==> config.mk <==
export PLATFORM = sky130hd
export DESIGN_NAME = orta_top
export DESIGN_NICKNAME = d
export VERILOG_FILES = /design/src/pkg/orta_pkg.sv /design/src/hdl/orta_window.sv /design/src/hdl/orta_temp_alarm.sv /design/src/hdl/orta_top.sv
export SDC_FILE = /design/constraint.sdc
export NUM_CORES = 1
export LEC_CHECK = 0
export BUFFER_PORTS_ARGS = -buffer_cell sky130_fd_sc_hd__buf_2
export CORE_ASPECT_RATIO = 1.4
export CORE_MARGIN = 8
export CORE_UTILIZATION = 60
export CTS_CLUSTER_SIZE = 10
export DETAILED_ROUTE_END_ITERATION = 8
export PLACE_DENSITY_LB_ADDON = 0.3
export SYNTH_ARGS = -nofsm -noshare
export SYNTH_HDL_FRONTEND = slang
export SYNTH_HIERARCHICAL = 1
export SYNTH_SLANG_ARGS = --single-unit
==> constraint.sdc <==
create_clock -name clk_sys_i -period 4.19 [get_ports clk_sys_i]
set_input_delay 0.419 -clock clk_sys_i [delete_from_list [all_inputs] [get_ports clk_sys_i]]
set_output_delay 0.419 -clock clk_sys_i [all_outputs]
set_load 0.01 [all_outputs]
==> src/pkg/orta_pkg.sv <==
package orta_pkg;

   localparam int NUM_ADC     = 5;
   localparam int NUM_CH      = 6;
   localparam int TEMP_CH     = 5;
   localparam int THR_WIDTH   = 12;
   localparam int HYST_WIDTH  = 5;
   localparam int NUM_PAIRS   = 2;

   // register indices; byte address is four times the index
   localparam logic [7:0] IDX_CH_STATUS    = 8'h70;
   localparam logic [7:0] IDX_TEMP_STATUS  = 8'h71;
   localparam logic [7:0] IDX_THR_FIRST    = 8'h80;
   localparam logic [7:0] IDX_TEMP_UP_LOW  = 8'h94;
   localparam logic [7:0] IDX_TEMP_UP_HIGH = 8'h95;
   localparam logic [7:0] IDX_TEMP_LO_LOW  = 8'h96;
   localparam logic [7:0] IDX_TEMP_LO_HIGH = 8'h97;
   localparam logic [7:0] IDX_THR_LAST     = 8'h97;
   localparam logic [7:0] IDX_TEMP_HYST    = 8'hA5;

   // byte slots inside one channel's group of four
   localparam logic [1:0] SLOT_UP_LOW  = 2'h0;
   localparam logic [1:0] SLOT_UP_HIGH = 2'h1;
   localparam logic [1:0] SLOT_LO_LOW  = 2'h2;
   localparam logic [1:0] SLOT_LO_HIGH = 2'h3;

   localparam logic [7:0] CH_UP_LOW_RST    = 8'hFF;
   localparam logic [7:0] CH_UP_HIGH_RST   = 8'h0F;
   localparam logic [7:0] CH_LO_LOW_RST    = 8'h00;
   localparam logic [7:0] CH_LO_HIGH_RST   = 8'h00;
   localparam logic [7:0] TEMP_UP_LOW_RST  = 8'hFF;
   localparam logic [7:0] TEMP_UP_HIGH_RST = 8'h07;
   localparam logic [7:0] TEMP_LO_LOW_RST  = 8'h00;
   localparam logic [7:0] TEMP_LO_HIGH_RST = 8'h08;
   localparam logic [4:0] TEMP_HYST_RST    = 5'h08;
   localparam logic [7:0] HIGH_BYTE_MASK   = 8'h0F;

   localparam int TEMP_OVER_BIT  = 1;
   localparam int TEMP_UNDER_BIT = 0;

   localparam logic [1:0] HTRANS_NONSEQ = 2'h2;
   localparam logic [2:0] HSIZE_WORD    = 3'h2;
   localparam logic       HRESP_OKAY    = 1'b0;

   typedef struct packed {
      logic                 valid;
      logic [2:0]           channel;
      logic [THR_WIDTH-1:0] data;
   } orta_result_t;

   function automatic logic [7:0] orta_byte_reset(input int ch, input int slot);
      logic [7:0] v;
      v = 8'h00;
      if (ch == TEMP_CH) begin
         unique case (slot)
            0:       v = TEMP_UP_LOW_RST;
            1:       v = TEMP_UP_HIGH_RST;
            2:       v = TEMP_LO_LOW_RST;
            default: v = TEMP_LO_HIGH_RST;
         endcase
      end else begin
         unique case (slot)
            0:       v = CH_UP_LOW_RST;
            1:       v = CH_UP_HIGH_RST;
            2:       v = CH_LO_LOW_RST;
            default: v = CH_LO_HIGH_RST;
         endcase
      end
      return v;
   endfunction : orta_byte_reset

   function automatic logic [THR_WIDTH-1:0] orta_limit_reset(input int ch, input int pair);
      logic [7:0] lo;
      logic [7:0] hi;
      lo = orta_byte_reset(ch, 2 * pair);
      hi = orta_byte_reset(ch, 2 * pair + 1);
      return {hi[3:0], lo};
   endfunction : orta_limit_reset

endpackage : orta_pkg

==> src/hdl/orta_window.sv <==
`timescale 1ns/1ps
module orta_window #(
   parameter bit SIGNED_CMP = 1'b0
) (
   input  wire logic [orta_pkg::THR_WIDTH-1:0] data_i,
   input  wire logic [orta_pkg::THR_WIDTH-1:0] upper_i,
   input  wire logic [orta_pkg::THR_WIDTH-1:0] lower_i,
   output logic                                outside_o
);
   import orta_pkg::*;

   function automatic logic less(input logic [THR_WIDTH-1:0] a,
                                 input logic [THR_WIDTH-1:0] b);
      if (SIGNED_CMP)
         return $signed(a) < $signed(b);
      return a < b;
   endfunction : less

   always_comb begin
      outside_o = !less(lower_i, upper_i)
                  || less(upper_i, data_i) || less(data_i, lower_i);
   end

endmodule : orta_window

==> src/hdl/orta_temp_alarm.sv <==
`timescale 1ns/1ps
module orta_temp_alarm #(
   parameter int CODES_PER_DEGREE = 8
) (
   input  wire logic                                 clk_sys_i,
   input  wire logic                                 reset_n_i,
   input  wire logic                                 eval_i,
   input  wire logic [orta_pkg::THR_WIDTH-1:0]       data_i,
   input  wire logic [orta_pkg::THR_WIDTH-1:0]       upper_i,
   input  wire logic [orta_pkg::THR_WIDTH-1:0]       lower_i,
   input  wire logic [orta_pkg::HYST_WIDTH-1:0]      hyst_i,
   output logic                                      over_o,
   output logic                                      under_o
);
   import orta_pkg::*;

   // widened so that limit minus hysteresis cannot wrap
   logic signed [15:0] data_s;
   logic signed [15:0] up_s;
   logic signed [15:0] lo_s;
   logic signed [15:0] hyst_s;

   always_comb begin
      data_s = 16'(signed'(data_i));
      up_s   = 16'(signed'(upper_i));
      lo_s   = 16'(signed'(lower_i));
      hyst_s = 16'(signed'({1'b0, hyst_i}) * signed'(16'(CODES_PER_DEGREE)));
   end

   always_ff @(posedge clk_sys_i or negedge reset_n_i) begin
      if (!reset_n_i) begin
         over_o <= 1'b0;
      end else if (eval_i) begin
         if (data_s > up_s)
            over_o <= 1'b1;
         else if (data_s <= up_s - hyst_s)
            over_o <= 1'b0;
      end
   end

   always_ff @(posedge clk_sys_i or negedge reset_n_i) begin
      if (!reset_n_i) begin
         under_o <= 1'b0;
      end else if (eval_i) begin
         if (data_s < lo_s)
            under_o <= 1'b1;
         else if (data_s >= lo_s + hyst_s)
            under_o <= 1'b0;
      end
   end

endmodule : orta_temp_alarm

==> src/hdl/orta_top.sv <==
`timescale 1ns/1ps
module orta_top #(
   parameter int CODES_PER_DEGREE = 8
) (
   input  wire logic                  clk_sys_i,
   input  wire logic                  reset_n_i,
   input  wire logic                  hsel_i,
   input  wire logic [31:0]           haddr_i,
   input  wire logic [1:0]            htrans_i,
   input  wire logic                  hwrite_i,
   input  wire logic [2:0]            hsize_i,
   input  wire logic [31:0]           hwdata_i,
   input  wire logic                  hready_i,
   output logic      [31:0]           hrdata_o,
   output logic                       hreadyout_o,
   output logic                       hresp_o,
   input  wire orta_pkg::orta_result_t result_i,
   output logic [orta_pkg::NUM_CH-1:0] channel_range_flag_o,
   output logic                       temp_over_flag_o,
   output logic                       temp_under_flag_o
);
   import orta_pkg::*;

   typedef enum logic [3:0] {
      S_IDLE  = 4'b0001,
      S_WRITE = 4'b0010,
      S_READ  = 4'b0100,
      S_RDONE = 4'b1000
   } orta_bus_state_t;

   orta_bus_state_t       state;
   orta_bus_state_t       next_state;
   logic [7:0]            addr_idx;
   logic                  accept;
   logic                  accept_wr;
   logic                  accept_rd;

   logic [7:0]            thr_byte    [NUM_CH][4];
   logic [THR_WIDTH-1:0]  upper_limit [NUM_CH];
   logic [THR_WIDTH-1:0]  lower_limit [NUM_CH];
   logic [NUM_CH-1:0]     pend_low    [NUM_PAIRS];
   logic [NUM_CH-1:0]     pend_high   [NUM_PAIRS];
   logic [HYST_WIDTH-1:0] temp_hysteresis;
   logic [NUM_CH-1:0]     outside;
   logic [NUM_CH-1:0]     eval;

   logic                  wr_thr;
   logic                  wr_hyst;
   logic [7:0]            wr_off;
   logic [2:0]            wr_ch;
   logic [1:0]            wr_slot;
   logic                  wr_pair;
   logic [7:0]            wr_byte;
   logic [THR_WIDTH-1:0]  joined;
   logic                  rd_fire;
   logic                  rd_clear;
   logic [31:0]           next_rdata;

   function automatic logic in_thr_block(input logic [7:0] idx);
      return (idx >= IDX_THR_FIRST) && (idx <= IDX_THR_LAST);
   endfunction : in_thr_block

   // ---------------- bus slave ----------------
   always_comb begin
      accept    = hsel_i && hready_i && (htrans_i == HTRANS_NONSEQ) && (hsize_i == HSIZE_WORD);
      accept_wr = accept && hwrite_i;
      accept_rd = accept && !hwrite_i;
   end

   always_comb begin
      next_state = state;
      unique case (state)
         S_IDLE, S_WRITE, S_RDONE: begin
            if (accept_wr)
               next_state = S_WRITE;
            else if (accept_rd)
               next_state = S_READ;
            else
               next_state = S_IDLE;
         end
         S_READ: begin
            next_state = S_RDONE;
         end
         default: begin
            next_state = S_IDLE;
         end
      endcase
   end

   always_ff @(posedge clk_sys_i or negedge reset_n_i) begin
      if (!reset_n_i)
         state <= S_IDLE;
      else
         state <= next_state;
   end

   always_ff @(posedge clk_sys_i or negedge reset_n_i) begin
      if (!reset_n_i)
         addr_idx <= 8'h00;
      else if (accept && state != S_READ)
         addr_idx <= haddr_i[9:2];
   end

   // one wait state on reads so a write just before is always visible
   always_comb begin
      hreadyout_o = (state != S_READ);
      hresp_o     = HRESP_OKAY;
   end

   // ---------------- write decode ----------------
   always_comb begin
      wr_off  = addr_idx - IDX_THR_FIRST;
      wr_ch   = wr_off[4:2];
      wr_slot = wr_off[1:0];
      wr_pair = wr_slot[1];
      wr_byte = hwdata_i[7:0];
      wr_thr  = (state == S_WRITE) && in_thr_block(addr_idx);
      wr_hyst = (state == S_WRITE) && (addr_idx == IDX_TEMP_HYST);
      if (wr_slot[0])
         joined = {wr_byte[3:0], thr_byte[wr_ch][wr_slot ^ 2'h1]};
      else
         joined = {thr_byte[wr_ch][wr_slot ^ 2'h1][3:0], wr_byte};
   end

   // byte images as software sees them; reserved high nibbles stay zero
   always_ff @(posedge clk_sys_i or negedge reset_n_i) begin
      if (!reset_n_i) begin
         for (int ch = 0; ch < NUM_CH; ch++) begin
            for (int s = 0; s < 4; s++) begin
               thr_byte[ch][s] <= orta_byte_reset(ch, s);
            end
         end
      end else if (wr_thr) begin
         if (wr_slot[0])
            thr_byte[wr_ch][wr_slot] <= wr_byte & HIGH_BYTE_MASK;
         else
            thr_byte[wr_ch][wr_slot] <= wr_byte;
      end
   end

   // a limit is only replaced when its second byte lands, either order
   always_ff @(posedge clk_sys_i or negedge reset_n_i) begin
      if (!reset_n_i) begin
         for (int p = 0; p < NUM_PAIRS; p++) begin
            pend_low[p]  <= '0;
            pend_high[p] <= '0;
         end
      end else if (wr_thr) begin
         if (wr_slot[0]) begin
            if (pend_low[wr_pair][wr_ch])
               pend_low[wr_pair][wr_ch] <= 1'b0;
            else
               pend_high[wr_pair][wr_ch] <= 1'b1;
         end else begin
            if (pend_high[wr_pair][wr_ch])
               pend_high[wr_pair][wr_ch] <= 1'b0;
            else
               pend_low[wr_pair][wr_ch] <= 1'b1;
         end
      end
   end

   always_ff @(posedge clk_sys_i or negedge reset_n_i) begin
      if (!reset_n_i) begin
         for (int ch = 0; ch < NUM_CH; ch++) begin
            upper_limit[ch] <= orta_limit_reset(ch, 0);
            lower_limit[ch] <= orta_limit_reset(ch, 1);
         end
      end else if (wr_thr) begin
         if (wr_slot[0] ? pend_low[wr_pair][wr_ch] : pend_high[wr_pair][wr_ch]) begin
            if (wr_pair)
               lower_limit[wr_ch] <= joined;
            else
               upper_limit[wr_ch] <= joined;
         end
      end
   end

   always_ff @(posedge clk_sys_i or negedge reset_n_i) begin
      if (!reset_n_i)
         temp_hysteresis <= TEMP_HYST_RST;
      else if (wr_hyst)
         temp_hysteresis <= hwdata_i[HYST_WIDTH-1:0];
   end

   // ---------------- comparison ----------------
   always_comb begin
      for (int ch = 0; ch < NUM_CH; ch++) begin
         eval[ch] = result_i.valid && (result_i.channel == 3'(ch));
      end
   end

   for (genvar g = 0; g < NUM_CH; g++) begin : g_win
      orta_window #(
         .SIGNED_CMP (g == TEMP_CH)
      ) u_win (
         .data_i    (result_i.data),
         .upper_i   (upper_limit[g]),
         .lower_i   (lower_limit[g]),
         .outside_o (outside[g])
      );
   end

   orta_temp_alarm #(
      .CODES_PER_DEGREE (CODES_PER_DEGREE)
   ) u_temp (
      .clk_sys_i (clk_sys_i),
      .reset_n_i (reset_n_i),
      .eval_i    (eval[TEMP_CH]),
      .data_i    (result_i.data),
      .upper_i   (upper_limit[TEMP_CH]),
      .lower_i   (lower_limit[TEMP_CH]),
      .hyst_i    (temp_hysteresis),
      .over_o    (temp_over_flag_o),
      .under_o   (temp_under_flag_o)
   );

   // ---------------- status and read back ----------------
   always_comb begin
      rd_fire  = (state == S_READ);
      rd_clear = rd_fire && (addr_idx == IDX_CH_STATUS);
   end

   // sticky until software reads; a new alarm in the clearing cycle survives
   always_ff @(posedge clk_sys_i or negedge reset_n_i) begin
      if (!reset_n_i) begin
         channel_range_flag_o <= '0;
      end else begin
         for (int ch = 0; ch < NUM_CH; ch++) begin
            if (eval[ch] && outside[ch])
               channel_range_flag_o[ch] <= 1'b1;
            else if (rd_clear)
               channel_range_flag_o[ch] <= 1'b0;
         end
      end
   end

   always_comb begin
      next_rdata = 32'h0000_0000;
      if (addr_idx == IDX_CH_STATUS) begin
         next_rdata[NUM_CH-1:0] = channel_range_flag_o;
      end else if (addr_idx == IDX_TEMP_STATUS) begin
         next_rdata[TEMP_OVER_BIT]  = temp_over_flag_o;
         next_rdata[TEMP_UNDER_BIT] = temp_under_flag_o;
      end else if (addr_idx == IDX_TEMP_HYST) begin
         next_rdata[HYST_WIDTH-1:0] = temp_hysteresis;
      end else if (in_thr_block(addr_idx)) begin
         next_rdata[7:0] = thr_byte[wr_ch][wr_slot];
      end
   end

   always_ff @(posedge clk_sys_i or negedge reset_n_i) begin
      if (!reset_n_i)
         hrdata_o <= 32'h0000_0000;
      else if (rd_fire)
         hrdata_o <= next_rdata;
   end

endmodule : orta_top

==> results list, run 1 <==
* Outcome: completed
- After layout, the worst setup slack is 805.9 ps.
- The number of different library cells used by synthesis comes to 85.
- VDD sags by at most 0.4493 mV.
- The number of antenna violations at the first check in global routing is 2.
- Final Slew Violations: 0
- Wire length reported by the detailed router: 63,910 um
- Across every metal layer, demand over resource in global routing totals 0.2622.
- The biggest area contributor in the post-synthesis netlist is sky130_fd_sc_hd__dfrtp_1.
- Routability congestion estimate from global placement: 0.9132
* Post-placement cell count: 2,765
* Detailed-route via count: 17.57k
- The die covers 0.04791 mm^2.
- Count of mapped cells out of synthesis: 2,218
* Yosys top cell area share: 0.2508
- In this run the post-CTS setup repair buffer count came out at 0.
* Peak Freq: 295.5 MHz
- Endpoint arrival time on the critical path: 3870 ps
* Post-detailed-route via-to-cell ratio: 6.161
- Worst path required time: 4670 ps
- Final clock skew: 19.42 ps
- After floorplanning, the core was divided into 88 placement rows.
- Violation count after the first detailed-routing iteration: 1,190
- Yosys mapped a number of flops with a built-in enable equal to 0.
* RSZ-0062 raised after global routing: false
- The core region is 0.04085 mm^2.
- Summing internal, switching and leakage power gives 9.180 mW.
- Final Hold Slack: 30.76 ps
* Yosys warning count: 6
- For the final routed database, the setup TNS stands at 0 ps.
- The initial utilization of the core area, before any placement, comes to 0.6034.
- Register bit count reported by yosys: 393
- Final global-route overflow total: 0
- STA classifies the critical path endpoint as a flip-flop.
* Area used by multi-input combinational logic: 0.01308 mm^2
- Of the total power, the share spent switching nets is 0.2965.
- 132 I/O pins were placed.
- Post-route design area: 0.02675 mm^2
- At the later pin of the worst-skew pair, clock insertion delay measures 570 ps.
* Largest net degree at the start of global routing: 117
- Relative contribution of the clock network to total power: 0.396
- Final Critical Period: 3384 ps
- Hold violation count in the final report: 0
- Static leakage: 12.48 nW
* Part of the total power dissipated in combinational logic: 0.170
* Number of buffers created by CTS: 45
- The first detailed-routing pass ran for 5 iterations.
- The largest single stage delay on the critical path is 950 ps.
* Reg clk slew, reported paths: 60 ps
- Of the total power, registers draw 0.434.
- The clock tree synthesis step divided the H-tree into 2 levels.
- Total setup violations reported at the end of the flow: 0
- Transition time of the tightest slew-check pin: 1001 ps
* Crit path launch type: flip-flop
* Total area of sequential cells: 0.01002 mm^2
* Layout Utilization: 0.6548
* Wire length of the first global-routing pass: 100,400 um
* Vias in the first global route: 18.36k
* Setup Crit Path Kind: reg2reg
* Post-DP HPWL: 44,620 um
* Dominant cells by area after synthesis: sky130_fd_sc_hd__dfrtp_1 (25%), sky130_fd_sc_hd__dfstp_2 (16%), sky130_fd_sc_hd__ha_1 (13%)
- In this run the power spent charging and discharging nets is 2.722 mW.
- Port Buf Inserts: 58
- Synth Flop Type: sky130_fd_sc_hd__dfrtp_1
- Counting every sink on the clock net gives 393.
- Max Fanout on Critical Path: 20
- Max clock buf depth: 3
- Per-cell routed wire length: 22.42 um
* Non-filler instance count after layout: 2,851
- Layout Nets: 2,617
- In this run the remaining antenna-violating nets after routing total 0.
- In the synthesized netlist the async set-or-reset flop fraction comes to 1.000.
* Fillcell total: 3,101
- Placement-stage worst setup slack: 804.3 ps
- Tightest slew margin relative to the limit: 0.3276
- The placed instances occupy a cell area of 0.02540 mm^2.
* Ordered cell list for the critical path: mux4_2 > and2_4 > o211ai_4 > a21oi_2 > mux2_2
- TritonCTS built the clock tree.
- The internal portion of the total power is 6.458 mW.
- Relative to the synthesized area, the layout overhead comes to 8.518%.
- In this run the clock root is driven by a sky130_fd_sc_hd__clkbuf_16.
- Post-detailed-route DRC marker count: 0
- Max capacitance violation total: 0
- Height of the die: 255.8 um
* Power density cells: 343.2 mW/mm^2
- Critical path's slowest cell: sky130_fd_sc_hd__dfrtp_1
- Die width: 187.3 um
- Post-synthesis instance area: 0.02465 mm^2
* Share of cells above drive strength 1: 0.2793
- Of the synthesized area, sequential elements account for 0.4064.
- In the finished design, the share of the clock period the worst path needs comes to 0.8077.
* Type of the tightest min-delay check: in2reg
* Commonest cells after routing, fill and taps aside: sky130_fd_sc_hd__inv_1 (255), sky130_fd_sc_hd__ha_1 (252), sky130_fd_sc_hd__dfrtp_1 (246)
- Most common cell after layout, fill and taps aside: sky130_fd_sc_hd__inv_1
- Synth Area per Inst: 11.11 um^2
layer usage:
metal,wire [um],up-vias,global-route usage
li1,-,7967,-
met1,24680,8856,0.2991
met2,32360,572,0.4639
met3,3175,171,0.03653
met4,3696,0,0.1508
met5,0,-,0
cell families after synthesis:
group | Yosys count | share of synthesized area
adder cells (fa/ha/maj) | 254 | 0.1295
multiplexers | 404 | 0.1959
buffers and inverters | 371 | 0.06706
AO/OA/AOI/OAI | 410 | 0.1150
AND/OR/NAND/NOR | 371 | 0.08087
other | 1 | 0.0001521
flip-flops | 393 | 0.4064
XOR/XNOR | 14 | 0.004975
final cells by class:
cell class / count / area share
diodes: 2 / 0.0001871
multi-input cells: 1478 / 0.4890
inverters: 255 / 0.03579
well taps: 540 / 0.02526
flip-flops and latches: 393 / 0.3747
clock buffers: 81 / 0.04832
clock inverters: 2 / 0.001357
repair buffers: 100 / 0.02545
cell usage after synthesis, types with 20 or more instances:
cell                       instances
sky130_fd_sc_hd__a31oi_1          25
sky130_fd_sc_hd__o22ai_1          31
sky130_fd_sc_hd__and2_1           34
sky130_fd_sc_hd__dfstp_2         146
sky130_fd_sc_hd__a21o_1           45
sky130_fd_sc_hd__dfrtp_1         247
sky130_fd_sc_hd__buf_4            34
sky130_fd_sc_hd__nand2b_1         22
sky130_fd_sc_hd__nor2b_1          34
sky130_fd_sc_hd__mux2_2          218
sky130_fd_sc_hd__nor2_1           57
sky130_fd_sc_hd__o21ai_0          77
sky130_fd_sc_hd__clkbuf_1         47
sky130_fd_sc_hd__inv_1           255
sky130_fd_sc_hd__a21oi_1          95
sky130_fd_sc_hd__nand2_1          99
sky130_fd_sc_hd__nand4_1          30
sky130_fd_sc_hd__nand3_1          27
sky130_fd_sc_hd__nor3_1           20
sky130_fd_sc_hd__mux2_4           90
sky130_fd_sc_hd__ha_1            252
sky130_fd_sc_hd__mux2i_1          91
critical path, delay by kind of cell (launching register included):
family / cells / cell delay [ps]
simple gates: 1 / 180
mux: 2 / 990
flops: 1 / 950
compound gates: 2 / 1170
power groups by stage:
stage | Sequential [mW] | Combinational, mW | Clock [mW]
finish | 3.99 | 1.56 | 3.64
global route | 3.99 | 1.65 | 3.83
CTS | 3.98 | 1.54 | 3.69
detailed placement | 4.04 | 1.53 | 0
global placement | 4.04 | 1.50 | 0
floorplan | 3.99 | 0.935 | 0
final timing paths:
| kind | from | end | slack, ps | cells past startpoint |
|---|---|---|---|---|
| worst max-delay path | addr_idx[1] | upper_limit[28] | 810 | 5 |
| worst min-delay path | hwrite_i | state[2] | 30 | 2 |
| worst max register to register | addr_idx[1] | upper_limit[28] | 810 | 5 |
| worst min register to register | thr_byte[62] | thr_byte[62] | 460 | 2 |
| max in group asynchronous | reset_n_i | thr_byte[127] | 2630 | 3 |
| min in group asynchronous | reset_n_i | lower_limit[47] | 520 | 2 |
repair_timing:
action / 4_1_cts / 5_1_grt
hold buffers: 1 / 0
setup endpoints to repair: 0 / 0
gates resized for setup: 0 / 0
endpoints found under the hold margin: 29 / 0
No activity file was read; power rests on OpenSTA's default activity.
==> inputs of run 2 (changes only) <==
--- a/config.mk
+++ b/config.mk
@@ -8,7 +8,7 @@
 export BUFFER_PORTS_ARGS = -buffer_cell sky130_fd_sc_hd__buf_2
 export CORE_ASPECT_RATIO = 1.4
 export CORE_MARGIN = 8
-export CORE_UTILIZATION = 60
+export CORE_UTILIZATION = 56
 export CTS_CLUSTER_SIZE = 10
 export DETAILED_ROUTE_END_ITERATION = 8
 export PLACE_DENSITY_LB_ADDON = 0.3
==> constraint.sdc (replaced) <==
create_clock -name clk_sys_i -period 2.8 [get_ports clk_sys_i]
set_input_delay 0.28 -clock clk_sys_i [delete_from_list [all_inputs] [get_ports clk_sys_i]]
set_output_delay 0.28 -clock clk_sys_i [all_outputs]
set_load 0.01 [all_outputs]
==> results list, run 2 (synthesis results as in run 1) <==
- The I/O pin count was 132 (unchanged).
- The number of vias per cell after detailed routing is 6.033 (-2.1%).
* Period Utilization, post-route: 1.042 (+0.2343)
* R2R setup slack: -120 ps (-920 ps)
- The maximum number of pins on one net before global-route repair came to 87 (-26%).
- The remaining routing DRC violations was 0 (unchanged).
- The total clock sinks was 393 (unchanged).
- The final count of hold timing violations is 0 (unchanged).
- Number of buffers created by CTS: 46 (+2.2%)
- The clock transition at the registers of the reported paths came to 60 ps (about the same).
- Most common cell after layout, fill and taps aside: sky130_fd_sc_hd__inv_1
- Violation count after the first detailed-routing iteration: 1,148 (-3.5%)
- The tightest min-delay check is of the in2reg type.
- Peak Freq: 342.8 MHz (+16%)
- Endpoint arrival time on the critical path: 3390 ps (-480 ps)
- The number of nets with antenna violations after detailed routing is 0 (unchanged).
- Final Slew Violations: 0 (unchanged)
- The areal power density over the cells is 503.8 mW/mm^2 (+47%).
* Vias in the first global route: 18.91k (+3.0%)
- Die width: 193.3 um (+3.2%)
- The cell depth of the worst flop-to-flop path came to 16 (+11).
* Max Fanout on Critical Path: 3 (-85%)
- Summed negative setup slack over all endpoints: -234.3 ps (-234.3 ps)
- Detailed-router iteration count before antenna repair: 7 (+2)
* Max capacitance violation total: 0 (unchanged)
- The wire length per cell after detailed routing is 22.23 um (-0.82%).
- Final Critical Period: 2917 ps (-466.6 ps)
- The peak supply drop was 0.5115 mV (+14%).
* Worst path required time: 3270 ps (-1400 ps)
- The tightest slew margin relative to the limit is 0.4152 (+0.08766).
- The worst register-to-register path ends at u_temp/over_o.
- The transition time at the pin with the least slew margin came to 877.2 ps (-123.8 ps).
* Share of cells above drive strength 1: 0.3123 (+0.03300)
- Startpoint of the worst setup timing path: temp_hysteresis[0]
- Outcome: finished with violations
* R2R Path Start: temp_hysteresis[0]
- Power consumption: 14.06 mW (+53%)
* Growth of design area from synthesis to finish: 13.25%
- Category of the worst setup path capture point: flip-flop
* Routability congestion estimate from global placement: 0.9100 (-0.35%)
- Buffer cell driving the clock tree root: sky130_fd_sc_hd__clkbuf_16
* Number of antenna violations at the first check in global routing: 2 (unchanged)
- Layout Nets: 2,721 (+4.0%)
* Endpoint of the most critical setup path: u_temp/over_o
* Detailed-route via count: 17.94k (+2.1%)
* Clock insertion delay at the later pin of the skew report: 600 ps (+30 ps)
- Crit path launch type: flip-flop
* Core region area: 0.04372 mm^2 (+7.0%)
- Level count of the clock H-tree: 2 (unchanged)
* PnR worst setup slack: -117.5 ps (-923.4 ps)
- The die area is 0.05108 mm^2 (+6.6%).
- Static leakage: 13.09 nW (+4.9%)
- Setup repair after global routing could not meet its margin everywhere.
- The final clock skew was 46.95 ps (+27.53 ps).
- Port Buf Inserts: 58 (unchanged)
- The number of endpoints failing setup at the final stage is 2 (+2).
* Final global-route overflow total: 0 (unchanged)
* Post-DP HPWL: 47,690 um (+6.9%)
- Max clock buf depth: 3 (unchanged)
- The first-pass GRT wire length was 104,400 um (+4.0%).
* Setup Crit Path Kind: reg2reg
* Initial Utilization: 0.5637 (-0.03964)
- The routed wire length came to 66,100 um (+3.4%).
- Commonest cells after routing, fill and taps aside: sky130_fd_sc_hd__inv_1 (254), sky130_fd_sc_hd__ha_1 (250), sky130_fd_sc_hd__dfrtp_1 (245)
- Height of the die: 264.2 um (+3.3%)
- Total number of placement rows: 91 (+3.4%)
- Violations in the final reports: setup timing
* Combined global-route utilization of all metal layers: 0.2566 (-0.005646)
- Final Hold Slack: 27.45 ps (-3.312 ps)
- TritonCTS clock tree: done
## run 2: cell types whose count changed in the layout (fill, tap and decap cells not counted), moves of 3 or more
cell                            before  now
sky130_fd_sc_hd__a21oi_1            95   92
sky130_fd_sc_hd__buf_12              5   22
sky130_fd_sc_hd__buf_4              36  107
sky130_fd_sc_hd__clkbuf_1           34   31
sky130_fd_sc_hd__dlygate4sd3_1       1   15
sky130_fd_sc_hd__o21ai_0            77   73
sky130_fd_sc_hd__o21ai_1             7   10
## run 2: per-layer routing
metal / share of wire / vias to the layer above / routed length (um) / global-route usage
li1: - / 8176 / - / -
met2: 0.51 / 520 / 33420 / 0.4547
met3: 0.045 / 206 / 2954 / 0.03451
met1: 0.38 / 9032 / 25420 / 0.2907
met4: 0.065 / 2 / 4291 / 0.1574
met5: 0.00020 / - / 13 / 0
## run 2: layout make-up
| class | instances | area, um^2 |
|---|---|---|
| fillers | 3451 | 15810 |
| multi-input cells | 1478 | 13130 |
| flip-flops and latches | 393 | 10020 |
| repair buffers | 203 | 1705 |
| clock buffers | 80 | 1309 |
| inverters | 255 | 957.2 |
| well taps | 558 | 698.2 |
| clock inverters | 5 | 90.09 |
| diodes | 1 | 2.502 |
## run 2: worst max-delay path, stage by stage, from the launching register on
cell and delay, ps:
sky130_fd_sc_hd__dfrtp_1 380, sky130_fd_sc_hd__buf_6 120, sky130_fd_sc_hd__ha_2 180, sky130_fd_sc_hd__inv_1 50
sky130_fd_sc_hd__fa_2 330, sky130_fd_sc_hd__nand2_1 80, sky130_fd_sc_hd__nand2_1 50, sky130_fd_sc_hd__a21o_1 180
sky130_fd_sc_hd__nand2_2 80, sky130_fd_sc_hd__nand2_2 60, sky130_fd_sc_hd__xnor2_2 140, sky130_fd_sc_hd__ha_1 310
sky130_fd_sc_hd__and4_4 250, sky130_fd_sc_hd__o211ai_1 90, sky130_fd_sc_hd__o21ai_1 160, sky130_fd_sc_hd__mux2i_1 220
sky130_fd_sc_hd__o32ai_1 110
## run 2: report_power, final
group / switching, mW / internal (mW)
Combinational: 1.65 / 0.844
Clock: 2.46 / 3.19
Sequential: 0.0979 / 5.83
Total: 4.20 / 9.86
## run 2: how the worst min path moves through the flow
| stage | start | end | slack, ps | cells after the start |
|---|---|---|---|---|
| 5_1_grt | hwdata_i[4] | thr_byte[60] | 40 | 3 |
| 3_5_place_dp | reset_n_i | lower_limit[44] | 350 | 1 |
| 4_1_cts | hwdata_i[4] | thr_byte[60] | 10 | 3 |
| 3_3_place_gp | reset_n_i | lower_limit[43] | 350 | 1 |
| 6_report | hwdata_i[4] | thr_byte[60] | 30 | 3 |
| 2_1_floorplan | reset_n_i | asynchronous set/reset pin | -20 | 0 |
## run 2: repair_timing
item | 4_1_cts | 5_1_grt
hold buffers | 15 | 0
buffers inserted | 3 | 12
endpoints found under the setup margin | 2 | 102
hold endpoints to repair | 75 | 0
gates resized for setup | 15 | 5
pin swaps | 12 | 14
## run 2: through the flow
step / utilization / worst slack (ps) / instances / instance area, um^2
4_1_cts: 0.6342 / -74.86 / 2960 / 27730
5_1_grt: 0.6384 / -259.2 / 2973 / 27910
3_3_place_gp: 0.5975 / -102.7 / 2857 / 26120
2_1_floorplan: - / 4.526 / 2242 / 24740
3_5_place_dp: 0.5975 / -203.2 / 2857 / 26120
6_report: 0.6384 / -117.5 / 2973 / 27910
==> inputs of run 3 (changes only) <==
--- a/config.mk
+++ b/config.mk
@@ -8,7 +8,7 @@
 export BUFFER_PORTS_ARGS = -buffer_cell sky130_fd_sc_hd__buf_2
 export CORE_ASPECT_RATIO = 1.4
 export CORE_MARGIN = 8
-export CORE_UTILIZATION = 56
+export CORE_UTILIZATION = 35
 export CTS_CLUSTER_SIZE = 10
 export DETAILED_ROUTE_END_ITERATION = 8
 export PLACE_DENSITY_LB_ADDON = 0.3
==> results list, run 3 (synthesis results as in run 1) <==
- Boundary pin count: 132 (unchanged)
- Detailed-route via count: 17.65k (-1.6%)
* Max clock buf depth: 3 (unchanged)
- The remaining global-route overflow is 0 (unchanged).
* Peak Freq: 344.5 MHz (+0.52%)
- Tightest slew margin relative to the limit: 0.3705 (-0.04470)
* Startpoint of the worst setup timing path: lower_limit[4]
* Per-cell routed wire length: 21.06 um (-5.3%)
- The number of buffers created by CTS was 48 (+4.3%).
- Reg clk slew, reported paths: 60 ps (about the same)
* Static leakage: 13.17 nW (+0.60%)
- Layout Nets: 2,732 (+0.40%)
* Total setup violations reported at the end of the flow: 2 (unchanged)
- Power consumption: 14.37 mW (+2.2%)
* Vias in the first global route: 18.68k (-1.2%)
- Growth of design area from synthesis to finish: 15.72%
- The transition time at the pin with the least slew margin is 944.2 ps (+67.05 ps).
- The horizontal die dimension was 240.3 um (+24%).
* Die Footprint: 0.07929 mm^2 (+55%)
* FF-to-FF End: u_temp/under_o
* Worst path required time: 3290 ps (+20 ps)
- Total number of placement rows: 115 (+26%)
- The setup slack of the worst register-to-register path came to -100 ps (+20 ps).
- The fraction of final layout cells with drive strength greater than 1 was 0.3171 (+0.004769).
- Leaving out fill and tap cells, the most frequent cell in the layout is sky130_fd_sc_hd__inv_1.
- The run finished, with violations left.
- Post-detailed-route via-to-cell ratio: 5.248 (-13%)
- Port Buf Inserts: 58 (unchanged)
- The final reports fail on setup timing.
- Setup repair after global routing could not meet its margin everywhere.
* Final Slew Violations: 0 (unchanged)
- The routed wire length was 70,810 um (+7.1%).
- The summed negative setup slack over all endpoints is -204.6 ps (+29.68 ps).
- PnR worst setup slack: -102.4 ps (+15.09 ps)
- The sum of routed wire segments on met1 came to 28,340 um (+11%).
- Number of cell instances on the worst register-to-register path: 13 (-3)
* Core region area: 0.06993 mm^2 (+60%)
- The global placement routability congestion is 0.8709 (-4.3%).
* Buffer cell driving the clock tree root: sky130_fd_sc_hd__clkbuf_16
- TritonCTS clock tree: done
* Post-detailed-route DRC marker count: 0 (unchanged)
- The routed length on met2 is 35,930 um (+7.5%).
- Crit path launch type: flip-flop
- The die height was 330.0 um (+25%).
- The post-layout instance area is 0.02852 mm^2 (+2.2%).
- Level count of the clock H-tree: 2 (unchanged)
* Met3 wire len: 3066 um (+3.8%)
- The pre-CTS setup slack is -201.6 ps (+1.600 ps).
- VDD IR max: 0.4321 mV (-16%)
- The HPWL after detailed placement came to 51,590 um (+8.2%).
- The number of iterations in the first detailed-routing pass came to 7 (unchanged).
* Endpoint arrival time on the critical path: 3390 ps (about the same)
* Violation count after the first detailed-routing iteration: 1,039 (-9.5%)
- Hold Path Stages: 2 (-1)
- Combined global-route utilization of all metal layers: 0.1777 (-0.07888)
- Endpoint of the most critical setup path: u_temp/under_o
- Post-DRT Antenna Nets: 0 (unchanged)
- The initial cell density of the core was 0.3525 (-0.2113).
* R2R Path Start: lower_limit[4]
- Total placed instance area: 0.02684 mm^2 (+2.7%)
* Clock insertion delay at the later pin of the skew report: 610 ps (about the same)
- Power density cells: 503.7 mW/mm^2 (about the same)
- The detailed router used layers up to and including met5.
- Period Utilization, post-route: 1.037 (-0.005391)
* Setup Crit Path Kind: reg2reg
- CTS sink cnt: 393 (unchanged)
- The path class of the tightest hold or removal check is in2reg.
* Category of the worst setup path capture point: flip-flop
- The maximum fanout along the worst path was 3 (unchanged).
* Number of antenna violations at the first check in global routing: 2 (unchanged)
* Commonest cells after routing, fill and taps aside: sky130_fd_sc_hd__inv_1 (253), sky130_fd_sc_hd__ha_1 (251), sky130_fd_sc_hd__dfrtp_1 (245)
* Wire length of the first global-routing pass: 109,300 um (+4.7%)
- The number of violations of the max-capacitance limit is 0 (unchanged).
- Hold violation count in the final report: 0 (unchanged)
* Final Critical Period: 2902 ps (-15.09 ps)
* Largest net degree at the start of global routing: 101 (+16%)
- Final clock skew: 52.53 ps (+5.580 ps)
-- run 3: changes by cell type in the layout (fill, tap and decap cells not counted), moves of 2 or more --
cell and change:
sky130_fd_sc_hd__buf_4 +10, sky130_fd_sc_hd__clkbuf_1 -4, sky130_fd_sc_hd__a31oi_1 -2, sky130_fd_sc_hd__a31oi_4 +2, sky130_fd_sc_hd__clkbuf_16 +2, sky130_fd_sc_hd__clkinv_2 +2
sky130_fd_sc_hd__nand2_1 +2, sky130_fd_sc_hd__nand2_2 -2
-- run 3: power by group --
| part | internal [mW] | switching (mW) | total (mW) |
|---|---|---|---|
| clock network | 3.32 | 2.51 | 5.83 |
| registers | 5.83 | 0.100 | 5.93 |
| logic | 0.879 | 1.73 | 2.61 |
-- run 3: area by class of cell --
type	count	area, um^2
Fill cell	6725	41410
Multi-Input combinational cell	1478	13150
Sequential cell	393	10020
Timing Repair Buffer	212	1769
Clock buffer	79	1358
Tap cell	936	1171
Inverter	255	957.2
Clock inverter	8	95.09
Antenna cell	2	5.005
-- run 3: critical path: stages (launching register included) --
cell and delay [ps]:
sky130_fd_sc_hd__dfrtp_1 400, sky130_fd_sc_hd__ha_1 300, sky130_fd_sc_hd__a21o_1 190, sky130_fd_sc_hd__a21oi_2 140, sky130_fd_sc_hd__o21bai_1 90, sky130_fd_sc_hd__a21oi_2 200, sky130_fd_sc_hd__nor3_1 80, sky130_fd_sc_hd__xnor2_1 210
sky130_fd_sc_hd__ha_1 290, sky130_fd_sc_hd__nand4_1 130, sky130_fd_sc_hd__nor2_1 70, sky130_fd_sc_hd__a211o_1 260, sky130_fd_sc_hd__mux2i_1 120, sky130_fd_sc_hd__a311o_1 310
-- run 3: worst min path at each step --
stage                      start                         end  slack (ps)
global route          haddr_i[3]                 addr_idx[1]          30
detailed placement     reset_n_i             upper_limit[11]         420
CTS                 result_i[15]     channel_range_flag_o[3]           1
floorplan              reset_n_i  asynchronous set/reset pin         -20
global placement       reset_n_i             upper_limit[11]         420
finish                haddr_i[3]                 addr_idx[1]          40
-- run 3: repair_timing --
action                                 4_1_cts  5_1_grt
pin swaps                                   13        7
setup buffers                                1        1
hold buffers                                15        0
setup endpoints to repair                    2        3
resized for setup                            8       12
endpoints found under the hold margin       52        0
-- run 3: per-layer routing --
metal / up-vias / GRT usage
li1: 8202 / -
met1: 8890 / 0.2064
met2: 406 / 0.3185
met3: 149 / 0.02662
met4: 2 / 0.08135
met5: - / 0
-- run 3: metrics by stage --
stage,hold slack (ps),std cells,util
after floorplan,-15.59,2242,-
after global placement,424.0,3257,0.3838
after detailed placement,415.6,3257,0.3838
after CTS,1.129,3360,0.4069
after global routing,27.63,3362,0.4078
final,43.16,3363,0.4079
